File: src/stc_pkg.sv
// Function
// - sequencer runs only while the active speed source holds the step code
// - each of eight steps keeps logic code, preset speed and duration
// - a sequence starts only on a valid start command
// - timed operation begins at step zero, advances when step time expires
// - step seven is followed by step zero
// - sequence repeats until stop command or fault
// - each step may command forward or reverse direction
// - input function 24 is logic input one, 25 is logic input two
// - edge condition advances on off-to-on of logic input one
// - level condition advances only while both logic inputs are on
// - a condition fires when logic input two returns off
// - step time and logic condition combine as minimum time then logic
// - input function 19 starts the timer, 21 resets it
// - output select 25 changes state when timer reaches level seconds
// - timer start input clears and restarts the timer
// - timer output is on while timing and off once time is reached
// - input function 20 is count input, 22 resets the counter
// - counter reset input returns counter to zero
// - timer reset input clears the timer
// - top digit of step code selects ramp set, step output, direction
package stc_pkg;
	localparam int unsigned CLK_PERIOD_NS   = 100;
	localparam int unsigned SEC_NS          = 1_000_000_000;
	localparam int unsigned TICK_CYCLES_DEF = SEC_NS / CLK_PERIOD_NS;
	localparam int          NUM_STEPS       = 8;
	localparam int          NUM_DIN         = 6;
	localparam int          NUM_OUT         = 4;
	localparam int          SEL_W           = 5;
	localparam int          VAL_W           = 16;
	// function and select codes
	localparam logic [4:0]  SRC_STEP_SEQ    = 5'h0d;
	localparam logic [4:0]  FN_TIMER_START  = 5'h13;
	localparam logic [4:0]  FN_COUNT_IN     = 5'h14;
	localparam logic [4:0]  FN_TIMER_RST    = 5'h15;
	localparam logic [4:0]  FN_COUNT_RST    = 5'h16;
	localparam logic [4:0]  FN_LOGIC_ONE    = 5'h18;
	localparam logic [4:0]  FN_LOGIC_TWO    = 5'h19;
	localparam logic [4:0]  OSEL_TIMER      = 5'h19;
	localparam logic [4:0]  OSEL_COUNTER    = 5'h1a;
	// step transition codes in the lowest digit, top-digit action code, direction values
	localparam logic [3:0]  COND_TIME       = 4'h0;
	localparam logic [3:0]  COND_LI1_EDGE   = 4'h1;
	localparam logic [3:0]  COND_BOTH_ON    = 4'h2;
	localparam logic [3:0]  COND_LI2_OFF    = 4'h3;
	localparam logic [3:0]  ACT_RAMP_TWO    = 4'h6;
	localparam logic [1:0]  DIR_FWD         = 2'h0;
	localparam logic [1:0]  DIR_REV         = 2'h1;
	localparam logic [1:0]  DIR_NONE        = 2'h2;
	// register byte offsets and masks
	localparam logic [6:0]  OFS_SRC         = 7'h00;
	localparam logic [6:0]  OFS_DSEL        = 7'h04;
	localparam logic [6:0]  OFS_OSEL        = 7'h08;
	localparam logic [6:0]  OFS_STATUS      = 7'h0c;
	localparam logic [6:0]  OFS_COUNT       = 7'h10;
	localparam logic [6:0]  LEVEL_BASE      = 7'h20;
	localparam logic [6:0]  STEP_BASE       = 7'h40;
	localparam logic [6:0]  SPEED_BASE      = 7'h60;
	localparam logic [31:0] SRC_MASK        = 32'h031f_1f1f;
	localparam logic [31:0] DSEL_MASK       = 32'h3fff_ffff;
	localparam logic [31:0] OSEL_MASK       = 32'h1f1f_1f1f;
	localparam logic [31:0] RST_WORD        = 32'h0000_0000;
	localparam int          SRC_ACT_LSB     = 24;
	localparam int          SRC_FLD_STRIDE  = 8;
	localparam int          OSEL_STRIDE     = 8;
	typedef enum logic {ST_IDLE, ST_RUN} stc_state_type;
	typedef struct packed {
		logic [15:0] speed;
		logic [1:0]  dir;
		logic        ramp_two;
		logic        out_on;
	} stc_step_cmd_type;
endpackage : stc_pkg

File: src/stc_core.sv
// Decided for this implementation: the placing of the registers and the AHB-Lite interface to the registers.
`timescale 1ns/1ns
module stc_core #(
	parameter int unsigned TICK_CYCLES = stc_pkg::TICK_CYCLES_DEF
) (
	input  wire logic                       ref_clk_i,
	input  wire logic                       reset_n_i,
	input  wire logic                       hsel_i,
	input  wire logic [31:0]                haddr_i,
	input  wire logic [1:0]                 htrans_i,
	input  wire logic                       hwrite_i,
	input  wire logic [2:0]                 hsize_i,
	input  wire logic [31:0]                hwdata_i,
	input  wire logic                       hready_i,
	output logic      [31:0]                hrdata_o,
	output logic                            hreadyout_o,
	output logic                            hresp_o,
	input  wire logic [5:0]                 din_i,
	input  wire logic                       start_cmd_i,
	input  wire logic                       stop_cmd_i,
	input  wire logic                       fault_i,
	output logic      [3:0]                 dout_o,
	output stc_pkg::stc_step_cmd_type       step_cmd_o,
	output logic      [2:0]                 step_idx_o,
	output logic                            seq_run_o
);
	logic                      wr_q;
	logic                      rd_pend_q;
	logic [6:0]                addr_q;
	logic [31:0]               hrdata_q;
	logic [31:0]               rd_val;
	logic [31:0]               src_q;
	logic [31:0]               dsel_q;
	logic [31:0]               osel_q;
	logic [15:0]               level_q [4];
	logic [31:0]               step_q [8];
	logic [15:0]               speed_q [8];
	logic [8:0]                sy1_q;
	logic [8:0]                sy2_q;
	logic [8:0]                sy3_q;
	logic [31:0]               div_q;
	logic                      tick;
	logic [15:0]               timer_q;
	logic                      trun_q;
	logic [15:0]               count_q;
	logic [3:0]                dout_q;
	stc_pkg::stc_state_type    state_q;
	logic [2:0]                idx_q;
	logic [15:0]               sec_q;
	logic                      seen_q;
	stc_pkg::stc_step_cmd_type cmd_q;
	logic                      take;
	logic                      li1, li2, li1_rise;
	logic                      tstart_rise, trst, cin_rise, crst;
	logic                      start_rise, stop_lvl, fault_lvl;
	logic                      en;
	logic [4:0]                act_src;
	logic [15:0]               code;
	logic [15:0]               dur;
	logic [3:0]                cond;
	logic [3:0]                act;
	logic                      time_done, logic_ok, adv;

	// any input whose function select equals the code
	function automatic logic fn_any(input logic [5:0] bits, input logic [29:0] sel,
		input logic [4:0] fcode);
		logic r;
		r = 1'b0;
		for (int k = 0; k < stc_pkg::NUM_DIN; k++) begin
			r = r | (bits[k] & (sel[k*stc_pkg::SEL_W +: stc_pkg::SEL_W] == fcode));
		end
		return r;
	endfunction : fn_any

	// bus slave: writes land in the data phase, reads take one wait state
	assign take        = hsel_i & hready_i & htrans_i[1];
	assign hreadyout_o = ~rd_pend_q;
	assign hresp_o     = 1'b0;
	assign hrdata_o    = hrdata_q;
	always_ff @(posedge ref_clk_i) begin
		if (!reset_n_i) begin
			wr_q      <= 1'b0;
			rd_pend_q <= 1'b0;
			addr_q    <= 7'h00;
		end else begin
			wr_q      <= take & hwrite_i;
			rd_pend_q <= take & ~hwrite_i;
			if (take) begin
				addr_q <= haddr_i[6:0];
			end
		end
	end

	// read mux; wait state lets a write just before a read be seen
	always_comb begin
		rd_val = stc_pkg::RST_WORD;
		case (addr_q[6:5])
			stc_pkg::LEVEL_BASE[6:5]: begin
				if (!addr_q[4]) begin
					rd_val = {16'h0000, level_q[addr_q[3:2]]};
				end
			end
			stc_pkg::STEP_BASE[6:5]: rd_val = step_q[addr_q[4:2]];
			stc_pkg::SPEED_BASE[6:5]: rd_val = {16'h0000, speed_q[addr_q[4:2]]};
			default: begin
				case ({addr_q[4:2], 2'b00})
					stc_pkg::OFS_SRC[4:0]: rd_val = src_q;
					stc_pkg::OFS_DSEL[4:0]: rd_val = dsel_q;
					stc_pkg::OFS_OSEL[4:0]: rd_val = osel_q;
					stc_pkg::OFS_STATUS[4:0]:
						rd_val = {timer_q, 8'h00, dout_q, seq_run_o, idx_q};
					stc_pkg::OFS_COUNT[4:0]: rd_val = {16'h0000, count_q};
					default: rd_val = stc_pkg::RST_WORD;
				endcase
			end
		endcase
	end

	always_ff @(posedge ref_clk_i) begin
		if (!reset_n_i) begin
			hrdata_q <= stc_pkg::RST_WORD;
		end else if (rd_pend_q) begin
			hrdata_q <= rd_val;
		end
	end

	// configuration words; per-step values held per index
	always_ff @(posedge ref_clk_i) begin
		if (!reset_n_i) begin
			src_q  <= stc_pkg::RST_WORD;
			dsel_q <= stc_pkg::RST_WORD;
			osel_q <= stc_pkg::RST_WORD;
			for (int k = 0; k < stc_pkg::NUM_OUT; k++) begin
				level_q[k] <= 16'h0000;
			end
			for (int k = 0; k < stc_pkg::NUM_STEPS; k++) begin
				step_q[k]  <= stc_pkg::RST_WORD;
				speed_q[k] <= 16'h0000;
			end
		end else if (wr_q) begin
			if (addr_q == stc_pkg::OFS_SRC) begin
				src_q <= hwdata_i & stc_pkg::SRC_MASK;
			end
			if (addr_q == stc_pkg::OFS_DSEL) begin
				dsel_q <= hwdata_i & stc_pkg::DSEL_MASK;
			end
			if (addr_q == stc_pkg::OFS_OSEL) begin
				osel_q <= hwdata_i & stc_pkg::OSEL_MASK;
			end
			if (addr_q[6:5] == stc_pkg::LEVEL_BASE[6:5] && !addr_q[4]) begin
				level_q[addr_q[3:2]] <= hwdata_i[15:0];
			end
			if (addr_q[6:5] == stc_pkg::STEP_BASE[6:5]) begin
				step_q[addr_q[4:2]] <= hwdata_i;
			end
			if (addr_q[6:5] == stc_pkg::SPEED_BASE[6:5]) begin
				speed_q[addr_q[4:2]] <= hwdata_i[15:0];
			end
		end
	end

	// pin synchronisers; third stage only holds last value for edges
	always_ff @(posedge ref_clk_i) begin
		if (!reset_n_i) begin
			sy1_q <= 9'h000;
			sy2_q <= 9'h000;
			sy3_q <= 9'h000;
		end else begin
			sy1_q <= {fault_i, stop_cmd_i, start_cmd_i, din_i};
			sy2_q <= sy1_q;
			sy3_q <= sy2_q;
		end
	end

	// input function decode
	always_comb begin
		li1 = fn_any(sy2_q[5:0], dsel_q[29:0], stc_pkg::FN_LOGIC_ONE);
		li2 = fn_any(sy2_q[5:0], dsel_q[29:0], stc_pkg::FN_LOGIC_TWO);
		li1_rise = li1 & ~fn_any(sy3_q[5:0], dsel_q[29:0], stc_pkg::FN_LOGIC_ONE);
		tstart_rise = fn_any(sy2_q[5:0], dsel_q[29:0], stc_pkg::FN_TIMER_START)
			& ~fn_any(sy3_q[5:0], dsel_q[29:0], stc_pkg::FN_TIMER_START);
		trst = fn_any(sy2_q[5:0], dsel_q[29:0], stc_pkg::FN_TIMER_RST);
		cin_rise = fn_any(sy2_q[5:0], dsel_q[29:0], stc_pkg::FN_COUNT_IN)
			& ~fn_any(sy3_q[5:0], dsel_q[29:0], stc_pkg::FN_COUNT_IN);
		crst = fn_any(sy2_q[5:0], dsel_q[29:0], stc_pkg::FN_COUNT_RST);
		start_rise = sy2_q[6] & ~sy3_q[6];
		stop_lvl   = sy2_q[7];
		fault_lvl  = sy2_q[8];
	end

	// one-second enable pulse
	assign tick = (div_q == 32'(TICK_CYCLES - 1));
	always_ff @(posedge ref_clk_i) begin
		if (!reset_n_i || tick) begin
			div_q <= 32'h0000_0000;
		end else begin
			div_q <= div_q + 32'h0000_0001;
		end
	end

	// timer in whole seconds, saturating
	always_ff @(posedge ref_clk_i) begin
		if (!reset_n_i) begin
			timer_q <= 16'h0000;
			trun_q  <= 1'b0;
		end else if (trst) begin
			timer_q <= 16'h0000;
			trun_q  <= 1'b0;
		end else if (tstart_rise) begin
			timer_q <= 16'h0000;
			trun_q  <= 1'b1;
		end else if (trun_q && tick && timer_q != 16'hffff) begin
			timer_q <= timer_q + 16'h0001;
		end
	end

	// event counter; reset level wins over a count edge
	always_ff @(posedge ref_clk_i) begin
		if (!reset_n_i || crst) begin
			count_q <= 16'h0000;
		end else if (cin_rise && count_q != 16'hffff) begin
			count_q <= count_q + 16'h0001;
		end
	end

	// relay and opto outputs
	always_ff @(posedge ref_clk_i) begin
		if (!reset_n_i) begin
			dout_q <= 4'h0;
		end else begin
			for (int k = 0; k < stc_pkg::NUM_OUT; k++) begin
				case (osel_q[k*stc_pkg::OSEL_STRIDE +: stc_pkg::SEL_W])
					stc_pkg::OSEL_TIMER: dout_q[k] <= trun_q && timer_q < level_q[k];
					stc_pkg::OSEL_COUNTER: dout_q[k] <= count_q >= level_q[k];
					default: dout_q[k] <= 1'b0;
				endcase
			end
		end
	end

	// active source must carry the sequencer code
	always_comb begin
		case (src_q[stc_pkg::SRC_ACT_LSB +: 2])
			2'h0: act_src = src_q[4:0];
			2'h1: act_src = src_q[stc_pkg::SRC_FLD_STRIDE +: stc_pkg::SEL_W];
			2'h2: act_src = src_q[2*stc_pkg::SRC_FLD_STRIDE +: stc_pkg::SEL_W];
			default: act_src = 5'h1f;
		endcase
		en = (act_src == stc_pkg::SRC_STEP_SEQ);
	end

	// step transition decision
	always_comb begin
		code      = step_q[idx_q][15:0];
		dur       = step_q[idx_q][31:16];
		cond      = code[3:0];
		act       = code[15:12];
		time_done = sec_q >= dur;
		case (cond)
			stc_pkg::COND_TIME: logic_ok = time_done;
			stc_pkg::COND_LI1_EDGE: logic_ok = seen_q | li1_rise;
			stc_pkg::COND_BOTH_ON: logic_ok = li1 & li2;
			stc_pkg::COND_LI2_OFF: logic_ok = ~li2;
			default: logic_ok = 1'b0;
		endcase
		// nonzero second digit asks for minimum time before logic
		adv = (state_q == stc_pkg::ST_RUN) & logic_ok
			& ((code[7:4] == 4'h0) | time_done);
	end

	// sequencer state, step index and time in step
	always_ff @(posedge ref_clk_i) begin
		if (!reset_n_i || stop_lvl || fault_lvl || !en) begin
			state_q <= stc_pkg::ST_IDLE;
			idx_q   <= 3'h0;
			sec_q   <= 16'h0000;
			seen_q  <= 1'b0;
		end else begin
			case (state_q)
				stc_pkg::ST_IDLE: begin
					if (start_rise) begin
						state_q <= stc_pkg::ST_RUN;
						idx_q   <= 3'h0;
						sec_q   <= 16'h0000;
						seen_q  <= 1'b0;
					end
				end
				stc_pkg::ST_RUN: begin
					if (adv) begin
						idx_q  <= idx_q + 3'h1;
						sec_q  <= 16'h0000;
						seen_q <= 1'b0;
					end else begin
						if (tick && sec_q != 16'hffff) begin
							sec_q <= sec_q + 16'h0001;
						end
						if (li1_rise) begin
							seen_q <= 1'b1;
						end
					end
				end
				default: state_q <= stc_pkg::ST_IDLE;
			endcase
		end
	end

	// step command: speed per step index, the rest from top digit; idle commands nothing
	always_ff @(posedge ref_clk_i) begin
		if (!reset_n_i || state_q != stc_pkg::ST_RUN) begin
			cmd_q <= '{16'h0000, stc_pkg::DIR_NONE, 1'b0, 1'b0};
		end else begin
			cmd_q.speed    <= speed_q[idx_q];
			cmd_q.dir      <= 2'(act % 4'h3);
			cmd_q.ramp_two <= act >= stc_pkg::ACT_RAMP_TWO;
			cmd_q.out_on   <= 4'(act % 4'h6) >= 4'h3;
		end
	end

	assign dout_o     = dout_q;
	assign step_cmd_o = cmd_q;
	assign step_idx_o = idx_q;
	assign seq_run_o  = (state_q == stc_pkg::ST_RUN);

	AST_EN_GATE: assert property (@(posedge ref_clk_i) disable iff (!reset_n_i)
		!en |=> !seq_run_o) else $error("sequencer ran without step source");
	AST_START_ZERO: assert property (@(posedge ref_clk_i) disable iff (!reset_n_i)
		(!seq_run_o && start_rise && en && !stop_lvl && !fault_lvl)
		|=> seq_run_o && idx_q == 3'h0) else $error("start did not begin at step zero");
	AST_WRAP: assert property (@(posedge ref_clk_i) disable iff (!reset_n_i)
		(adv && idx_q == 3'h7 && en && !stop_lvl && !fault_lvl) |=> idx_q == 3'h0)
		else $error("step seven did not wrap");
	AST_STOP: assert property (@(posedge ref_clk_i) disable iff (!reset_n_i)
		(stop_lvl || fault_lvl) |=> !seq_run_o && idx_q == 3'h0)
		else $error("stop or fault left sequence running");
	AST_BOTH_HOLD: assert property (@(posedge ref_clk_i) disable iff (!reset_n_i)
		(seq_run_o && cond == stc_pkg::COND_BOTH_ON && !(li1 && li2))
		|=> $stable(idx_q)) else $error("level step advanced without both inputs");
	AST_TSTART: assert property (@(posedge ref_clk_i) disable iff (!reset_n_i)
		(tstart_rise && !trst) |=> timer_q == 16'h0000 && trun_q ##1 trun_q)
		else $error("timer start did not clear and run");
	AST_TRST: assert property (@(posedge ref_clk_i) disable iff (!reset_n_i)
		trst |=> timer_q == 16'h0000 && !trun_q) else $error("timer reset ignored");
	AST_CRST: assert property (@(posedge ref_clk_i) disable iff (!reset_n_i)
		crst |=> count_q == 16'h0000) else $error("counter reset ignored");
	AST_CINC: assert property (@(posedge ref_clk_i) disable iff (!reset_n_i)
		(cin_rise && !crst && count_q != 16'hffff) |=> count_q == $past(count_q) + 16'h0001)
		else $error("count edge not counted");
	AST_TOUT: assert property (@(posedge ref_clk_i) disable iff (!reset_n_i)
		(osel_q[4:0] == stc_pkg::OSEL_TIMER && $stable(osel_q) && trun_q
		&& timer_q >= level_q[0] && $stable(level_q[0])) |=> !dout_o[0])
		else $error("timer output on after time reached");
endmodule : stc_core

File: config.mk
export PLATFORM = sky130hd
export DESIGN_NAME = stc_core
export DESIGN_NICKNAME = d
export VERILOG_FILES = /design/src/stc_pkg.sv /design/src/stc_core.sv
export SDC_FILE = /design/constraint.sdc
export NUM_CORES = 1
export LEC_CHECK = 0
export BUFFER_PORTS_ARGS = -buffer_cell sky130_fd_sc_hd__buf_2
export CAP_MARGIN = 15
export CORE_MARGIN = 10
export CORE_UTILIZATION = 57
export CTS_CLUSTER_DIAMETER = 30
export DETAILED_ROUTE_END_ITERATION = 12
export HOLD_SLACK_MARGIN = 0.02
export PLACE_DENSITY = 0.85
export SYNTH_ARGS = -nofsm -noshare
export SYNTH_HDL_FRONTEND = slang
export SYNTH_SLANG_ARGS = --single-unit
File: constraint.sdc
create_clock -name ref_clk_i -period 4.8 [get_ports ref_clk_i]
set_input_delay 0.96 -clock ref_clk_i [delete_from_list [all_inputs] [get_ports ref_clk_i]]
set_output_delay 0.96 -clock ref_clk_i [all_outputs]
set_load 0.005 [all_outputs]
After elaboration in Yosys (flattened, before gate mapping)
Memory sizes are Yosys's and may differ from the RTL's. A register that Yosys moved wholly into a read port is not among the register bits.
Index checks and enable logic that the tools add are counted.
{ "op_classes": {"addsub": 5, "div_mod_pow": 2, "n_lt_le_gt_ge": 11, "eq_ne": 67, "n_mux": 52, "n_bitwise": 121, "n_reduce_logical": 34} }
{ "op_table": {"columns": ["op", "n"], "rows": [
  ["$eq 5x5->1 const B", 44],
  ["$pmux 32 s5", 1],
  ["$mux 16", 6],
  ["$pmux 32 s3", 1],
  ["$ge 16x16->1", 5],
  ["$and 1x1->1", 65],
  ["$lt 16x16->1", 4],
  ["$add 16x1->16 const B", 3],
  ["$ne 16x16->1 const B", 3],
  ["$or 1x1->1", 47],
  ["$add 32x1->32 const B", 1],
  ["$eq 32x24->1 const B", 1],
  ["$mux 32", 1],
  ["$pmux 16 s2", 1],
  ["$reduce_or 16->1", 2],
  ["$reduce_or 32->1", 1],
  ["$mux 3", 10],
  ["$mux 1", 21],
  ["$pmux 5 s3", 1],
  ["$reduce_and 2->1", 6],
  ["$pmux 1 s2", 5],
  ["$logic_and 1x1->1", 9],
  ["$not 1->1", 9],
  ["$eq 4x2->1 const B", 2],
  ["other kinds (28)", 43]
]} }
{ "totals": {"regBits": 227, "mem_bits_rw": 448, "in_bits": 83, "out_inout_bits": 62, "word_cells": 317, "mem_count": 3} }
{ "mem_list": {"columns": ["memory", "depth", "width", "read_ports", "rd_ports_with_merged_regs", "write_ports", "line_no", "text"], "rows": [
  ["step_q", 8, 32, 2, 2, 8, "stc_core.sv:36", "logic [31:0] step_q [8];"],
  ["speed_q", 8, 16, 2, 2, 8, "stc_core.sv:37", "logic [15:0] speed_q [8];"],
  ["level_q", 4, 16, 5, 1, 4, "stc_core.sv:35", "logic [15:0] level_q [4];"]
]} }

Depth between registers and ports, before layout
{ "depth": {"ltp_word": 17, "depth_mapped": 16, "mapped_depth_nobuf": 13} }

Least setup slack after synthesis
No wires, ideal clock.
{ "synth_path": {"path_type": "input-to-reg", "from": "input reset_n_i", "to": "memory step_q[0][0], enable pin", "setup_time_ps": 470, "t_arrival_ps": 4069, "t_required_ps": 4330, "slack_ps": 261, "stages": 4, "n_path_buf": 1, "path_cell_list": "clkbuf_1 > nand2_1 > or2_2 > o31ai_1"} }
{ "synth_rtl": {"columns": ["item", "line_no", "text"], "rows": [
  ["start: declaration", "stc_core.sv:7", "input wire logic reset_n_i,"],
  ["end: declaration", "stc_core.sv:36", null]
]} }

==> results_tabular.tex <==
\begin{tabular}{lr}
\hline
Metric & Value \\
\hline
\multicolumn{2}{l}{\textbf{Floorplan}} \\
Area inside the core boundary & about 64000 µm² \\
Top-Level Pins & $\sim$150 \\
Number of cell rows & 93 \\
Die Width & about 270 µm \\
Initial Utilization & a little under three fifths \\
Height of the die & 274.1 µm \\
Overall die area & about 75000 µm² \\
\multicolumn{2}{l}{\textbf{Logic synthesis}} \\
Top post-synthesis cells by area & sky130\_fd\_sc\_hd\_\_edfxtp\_1 (37\%), sky130\_fd\_sc\_hd\_\_dfxtp\_1 (14\%), sky130\_fd\_sc\_hd\_\_mux4\_2 (12\%) \\
Post-synth net total & $\sim$3400 \\
Synth Register Bits & about 700 \\
Number of enable-type register cells in the synthesized netlist & $\sim$450 \\
Post-synthesis instance total & around 3100 \\
Average instance area after synthesis & between 10 and 15 µm² \\
Leading post-synthesis cells by instance count & sky130\_fd\_sc\_hd\_\_edfxtp\_1 (448), sky130\_fd\_sc\_hd\_\_and2\_1 (352), sky130\_fd\_sc\_hd\_\_nand2\_1 (258) \\
Number of distinct standard cells referenced by the synthesized netlist & a little under 80 \\
Sequential-to-total area share from yosys stat & around half \\
Area of the mapped netlist & between 30000 and 40000 µm² \\
Synthesis warning total & 0 \\
Prevailing post-synth register cell & sky130\_fd\_sc\_hd\_\_edfxtp\_1 \\
Asr flop ratio synth & 0\% \\
Portion of synthesized cell area occupied by the leading cell type & between 30 and 40\% \\
Largest area contributor in the netlist & sky130\_fd\_sc\_hd\_\_edfxtp\_1 \\
Leading cell type by number of instances after synthesis & sky130\_fd\_sc\_hd\_\_edfxtp\_1 \\
\multicolumn{2}{l}{\textbf{Global route}} \\
Number of antenna violations at the first check in global routing & 5 \\
Number of global-route vias before repair & around 28000 \\
GRT Total Usage & between 20 and 30\% \\
Largest net degree at the start of global routing & 79 \\
Gr ovfl total & 0 \\
Global-route wire length before repair & approximately 170 mm \\
\multicolumn{2}{l}{\textbf{Outcome}} \\
Status & finished clean \\
\multicolumn{2}{l}{\textbf{Routing}} \\
Post-DR wirelength/cell & $\sim$27 µm \\
Number of search-and-repair iterations in the first detailed-routing pass & 6 \\
Vias per std cell & between 6 and 7 \\
Count of routing violations after the opening detailed-route iteration & about 3800 \\
Remaining antenna violation count & 0 \\
Total via count in the routed design & about 28000 \\
Wirelength, routed & between 100 and 150 mm \\
DRC violations left & 0 \\
\multicolumn{2}{l}{\textbf{STA}} \\
RSZ-0062 raised after global routing & no \\
Hold Fails Final Rpt & 0 \\
Summed negative setup slack over all endpoints & 0 ns \\
Final critical-path required period & around 4.2 ns \\
Worst slew margin relative to its limit & around a fifth \\
Timing-limited maximum frequency & about 240 MHz \\
Final count of negative-setup-slack endpoints & 0 \\
Number of pins exceeding their max-slew limit in the final report & 0 \\
Worst-case clock skew & between 0.015 and 0.02 ns \\
Actual slew at the worst max-slew pin & about 1.2 ns \\
Worst hold slack & about 0.41 ns \\
Post-route clock period utilization & 87.75\% \\
\multicolumn{2}{l}{\textbf{Worst setup path}} \\
Reg2Reg Capture Point & sec\_q[1]\$\_SDFFE\_PP0P\_ \\
Slack of the worst reg-to-reg path & between 0.5 and 0.6 ns \\
Critical Path Source Type & flop \\
Cells on worst reg2reg path & 11 \\
Crit path largest cell delay & 0.80 ns \\
Crit-path cells & mux4\_2, mux2\_2, ha\_1, nor2b\_1, o21ai\_0, a31oi\_1, a2111oi\_0, nor4\_1, nor3\_2, or2\_2, nor2\_1 \\
WS Path Type & flop to flop \\
Data arrival time of the critical path & approximately 4.8 ns \\
Data required time at the worst endpoint & $\sim$5.4 ns \\
CP endpoint kind & flop \\
Max FO, Critical Path & 33 \\
Critical-path top delay cell & sky130\_fd\_sc\_hd\_\_dfxtp\_4 \\
\multicolumn{2}{l}{\textbf{CTS}} \\
Post-CTS resize count & 0 \\
Clock transition at the register clock pins on the worst setup and hold paths after CTS & 0.06 ns \\
Clock buffer depth & 3 \\
Root cell of the clock tree & sky130\_fd\_sc\_hd\_\_clkbuf\_16 \\
Post-CTS setup-driven buffer insertion count & 0 \\
Clock buffers created by TritonCTS & $\sim$140 \\
\# clock sinks & roughly 700 \\
Skew-Pair Late Insertion Delay & 0.72 ns \\
CTS H-tree lvls & 4 \\
TritonCTS clock tree & yes \\
Cts-stage hold buffer count & 0 \\
\multicolumn{2}{l}{\textbf{Power}} \\
Lkg Pwr & around 16 nW \\
Worst voltage drop across the vdd grid & roughly 0.00033 V \\
P per Cell Area & 399.7 nW/µm² \\
\multicolumn{2}{l}{\textbf{Place}} \\
Weighted congestion at the end of routability-driven global placement & $\sim$0.98 \\
Count of buffers from port buffering & 114 \\
Final HPWL from detailed placement & approximately 71 mm \\
\multicolumn{2}{l}{\textbf{Job}} \\
Number of violations of the max-capacitance limit & 0 \\
\multicolumn{2}{l}{\textbf{Min path}} \\
Origin of the worst min-delay path & hwrite\_i \\
Cells on Worst Hold Path & 2 \\
Type of the tightest min-delay check & input port to flop \\
Worst Hold End & rd\_pend\_q\$\_SDFF\_PN0\_ \\
\multicolumn{2}{l}{\textbf{Cells and area}} \\
Post-layout nets & around 3500 \\
Fill cell instance count of the final layout & 4373 \\
Fraction of final layout cells with drive strength greater than 1 & between 20\% and 30\% \\
Area growth syn-to-layout & 16.98\% \\
\hline
\end{tabular}
## registers in the layout, summed over array words and instances, names as in the netlist, 17 cells and up, named ones only
name        flops
hrdata_o       32
level_q        64
step_cmd_o     20
src_q          17
dsel_q         30
speed_q       128
step_q        256
div_q          32
osel_q         20
## how the worst max path moves through the flow
stage / endpoint / start / slack [ns] / depth (start not counted)
after floorplan: step_q[0][0]$_SDFFCE_PN0P_ / reset_n_i / 0.26 / 4
after global placement: sec_q[15]$_SDFFE_PP0P_ / flop / 0.85 / 11
after detailed placement: sec_q[1]$_SDFFE_PP0P_ / flop / 0.77 / 11
after CTS: sec_q[1]$_SDFFE_PP0P_ / flop / 0.56 / 11
after global routing: sec_q[14]$_SDFFE_PP0P_ / flop / 0.36 / 11
final: sec_q[1]$_SDFFE_PP0P_ / flop / 0.59 / 11
## layout make-up
class,count,area [µm²],area share [%]
Clock buffer,179,3896,9.047
Tap cell,855,1070,2.484
Antenna cell,4,10.01,0.02324
Sequential cell,697,18460,42.86
Timing Repair Buffer,175,1028,2.388
Inverter,99,371.6,0.8629
Multi-Input combinational cell,2121,17290,40.16
Clock inverter,80,935.9,2.173
## critical path, delay by kind of cell (launching register included)
family | cells | cell delay (ns)
DFF | 1 | 0.80
AOI/OAI and AO/OA | 3 | 0.94
muxes | 2 | 0.86
adders and majority gates | 1 | 0.28
and+or+nand+nor | 5 | 1.17
## power breakdown
group	internal (W)	switching, W	total [W]
Combinational	0.000247	0.000455	0.000701
Sequential	0.00653	0.000115	0.00665
Clock	0.00652	0.00334	0.00987
## routing by layer
| layer | share of wire, % | track usage, % |
|---|---|---|
| met1 | 36 | 36.86 |
| met2 | 45 | 46.02 |
| met3 | 13 | 8.459 |
| met4 | 5.9 | 17.93 |
| met5 | 0 | 0 |
## layout by cell type (no fill, tap or decap), drive strengths merged, types with 31 or more instances in the layout
master,n
a21boi,75
a21o,42
a21oi,68
and2,352
and3,84
buf,175
clkbuf,179
clkinv,39
dfxtp,249
edfxtp,448
ha,148
inv,117
mux2i,95
mux4,198
nand2,259
nand2b,31
nand3,50
nand4,50
nor2,205
nor2b,31
nor3,38
o21ai,71
## through the flow
step	cell area, µm²	std cells	setup slack [ns]	power [W]	utilization (%)
floorplan	36810	3132	0.2605	0.007124	-
global placement	38220	3946	0.8511	0.007384	59.50
detailed placement	38220	3946	0.7724	0.007414	59.50
CTS	43050	4205	0.5631	0.01723	67.03
global route	43060	4206	0.3555	0.01759	67.03
finish	43070	4210	0.5881	0.01721	67.05
## logic make-up after synthesis
logic type	Yosys count	synth area share [%]
flip-flops	697	50.08
buffers and inverters	314	3.283
AND/OR/NAND/NOR	1199	17.39
multiplexers	313	15.31
AO/OA/AOI/OAI	408	7.661
adder cells (fa/ha/maj)	148	5.030
other	1	0.01019
XOR/XNOR	52	1.237
Note: power is estimated with default switching activity, not from simulation.
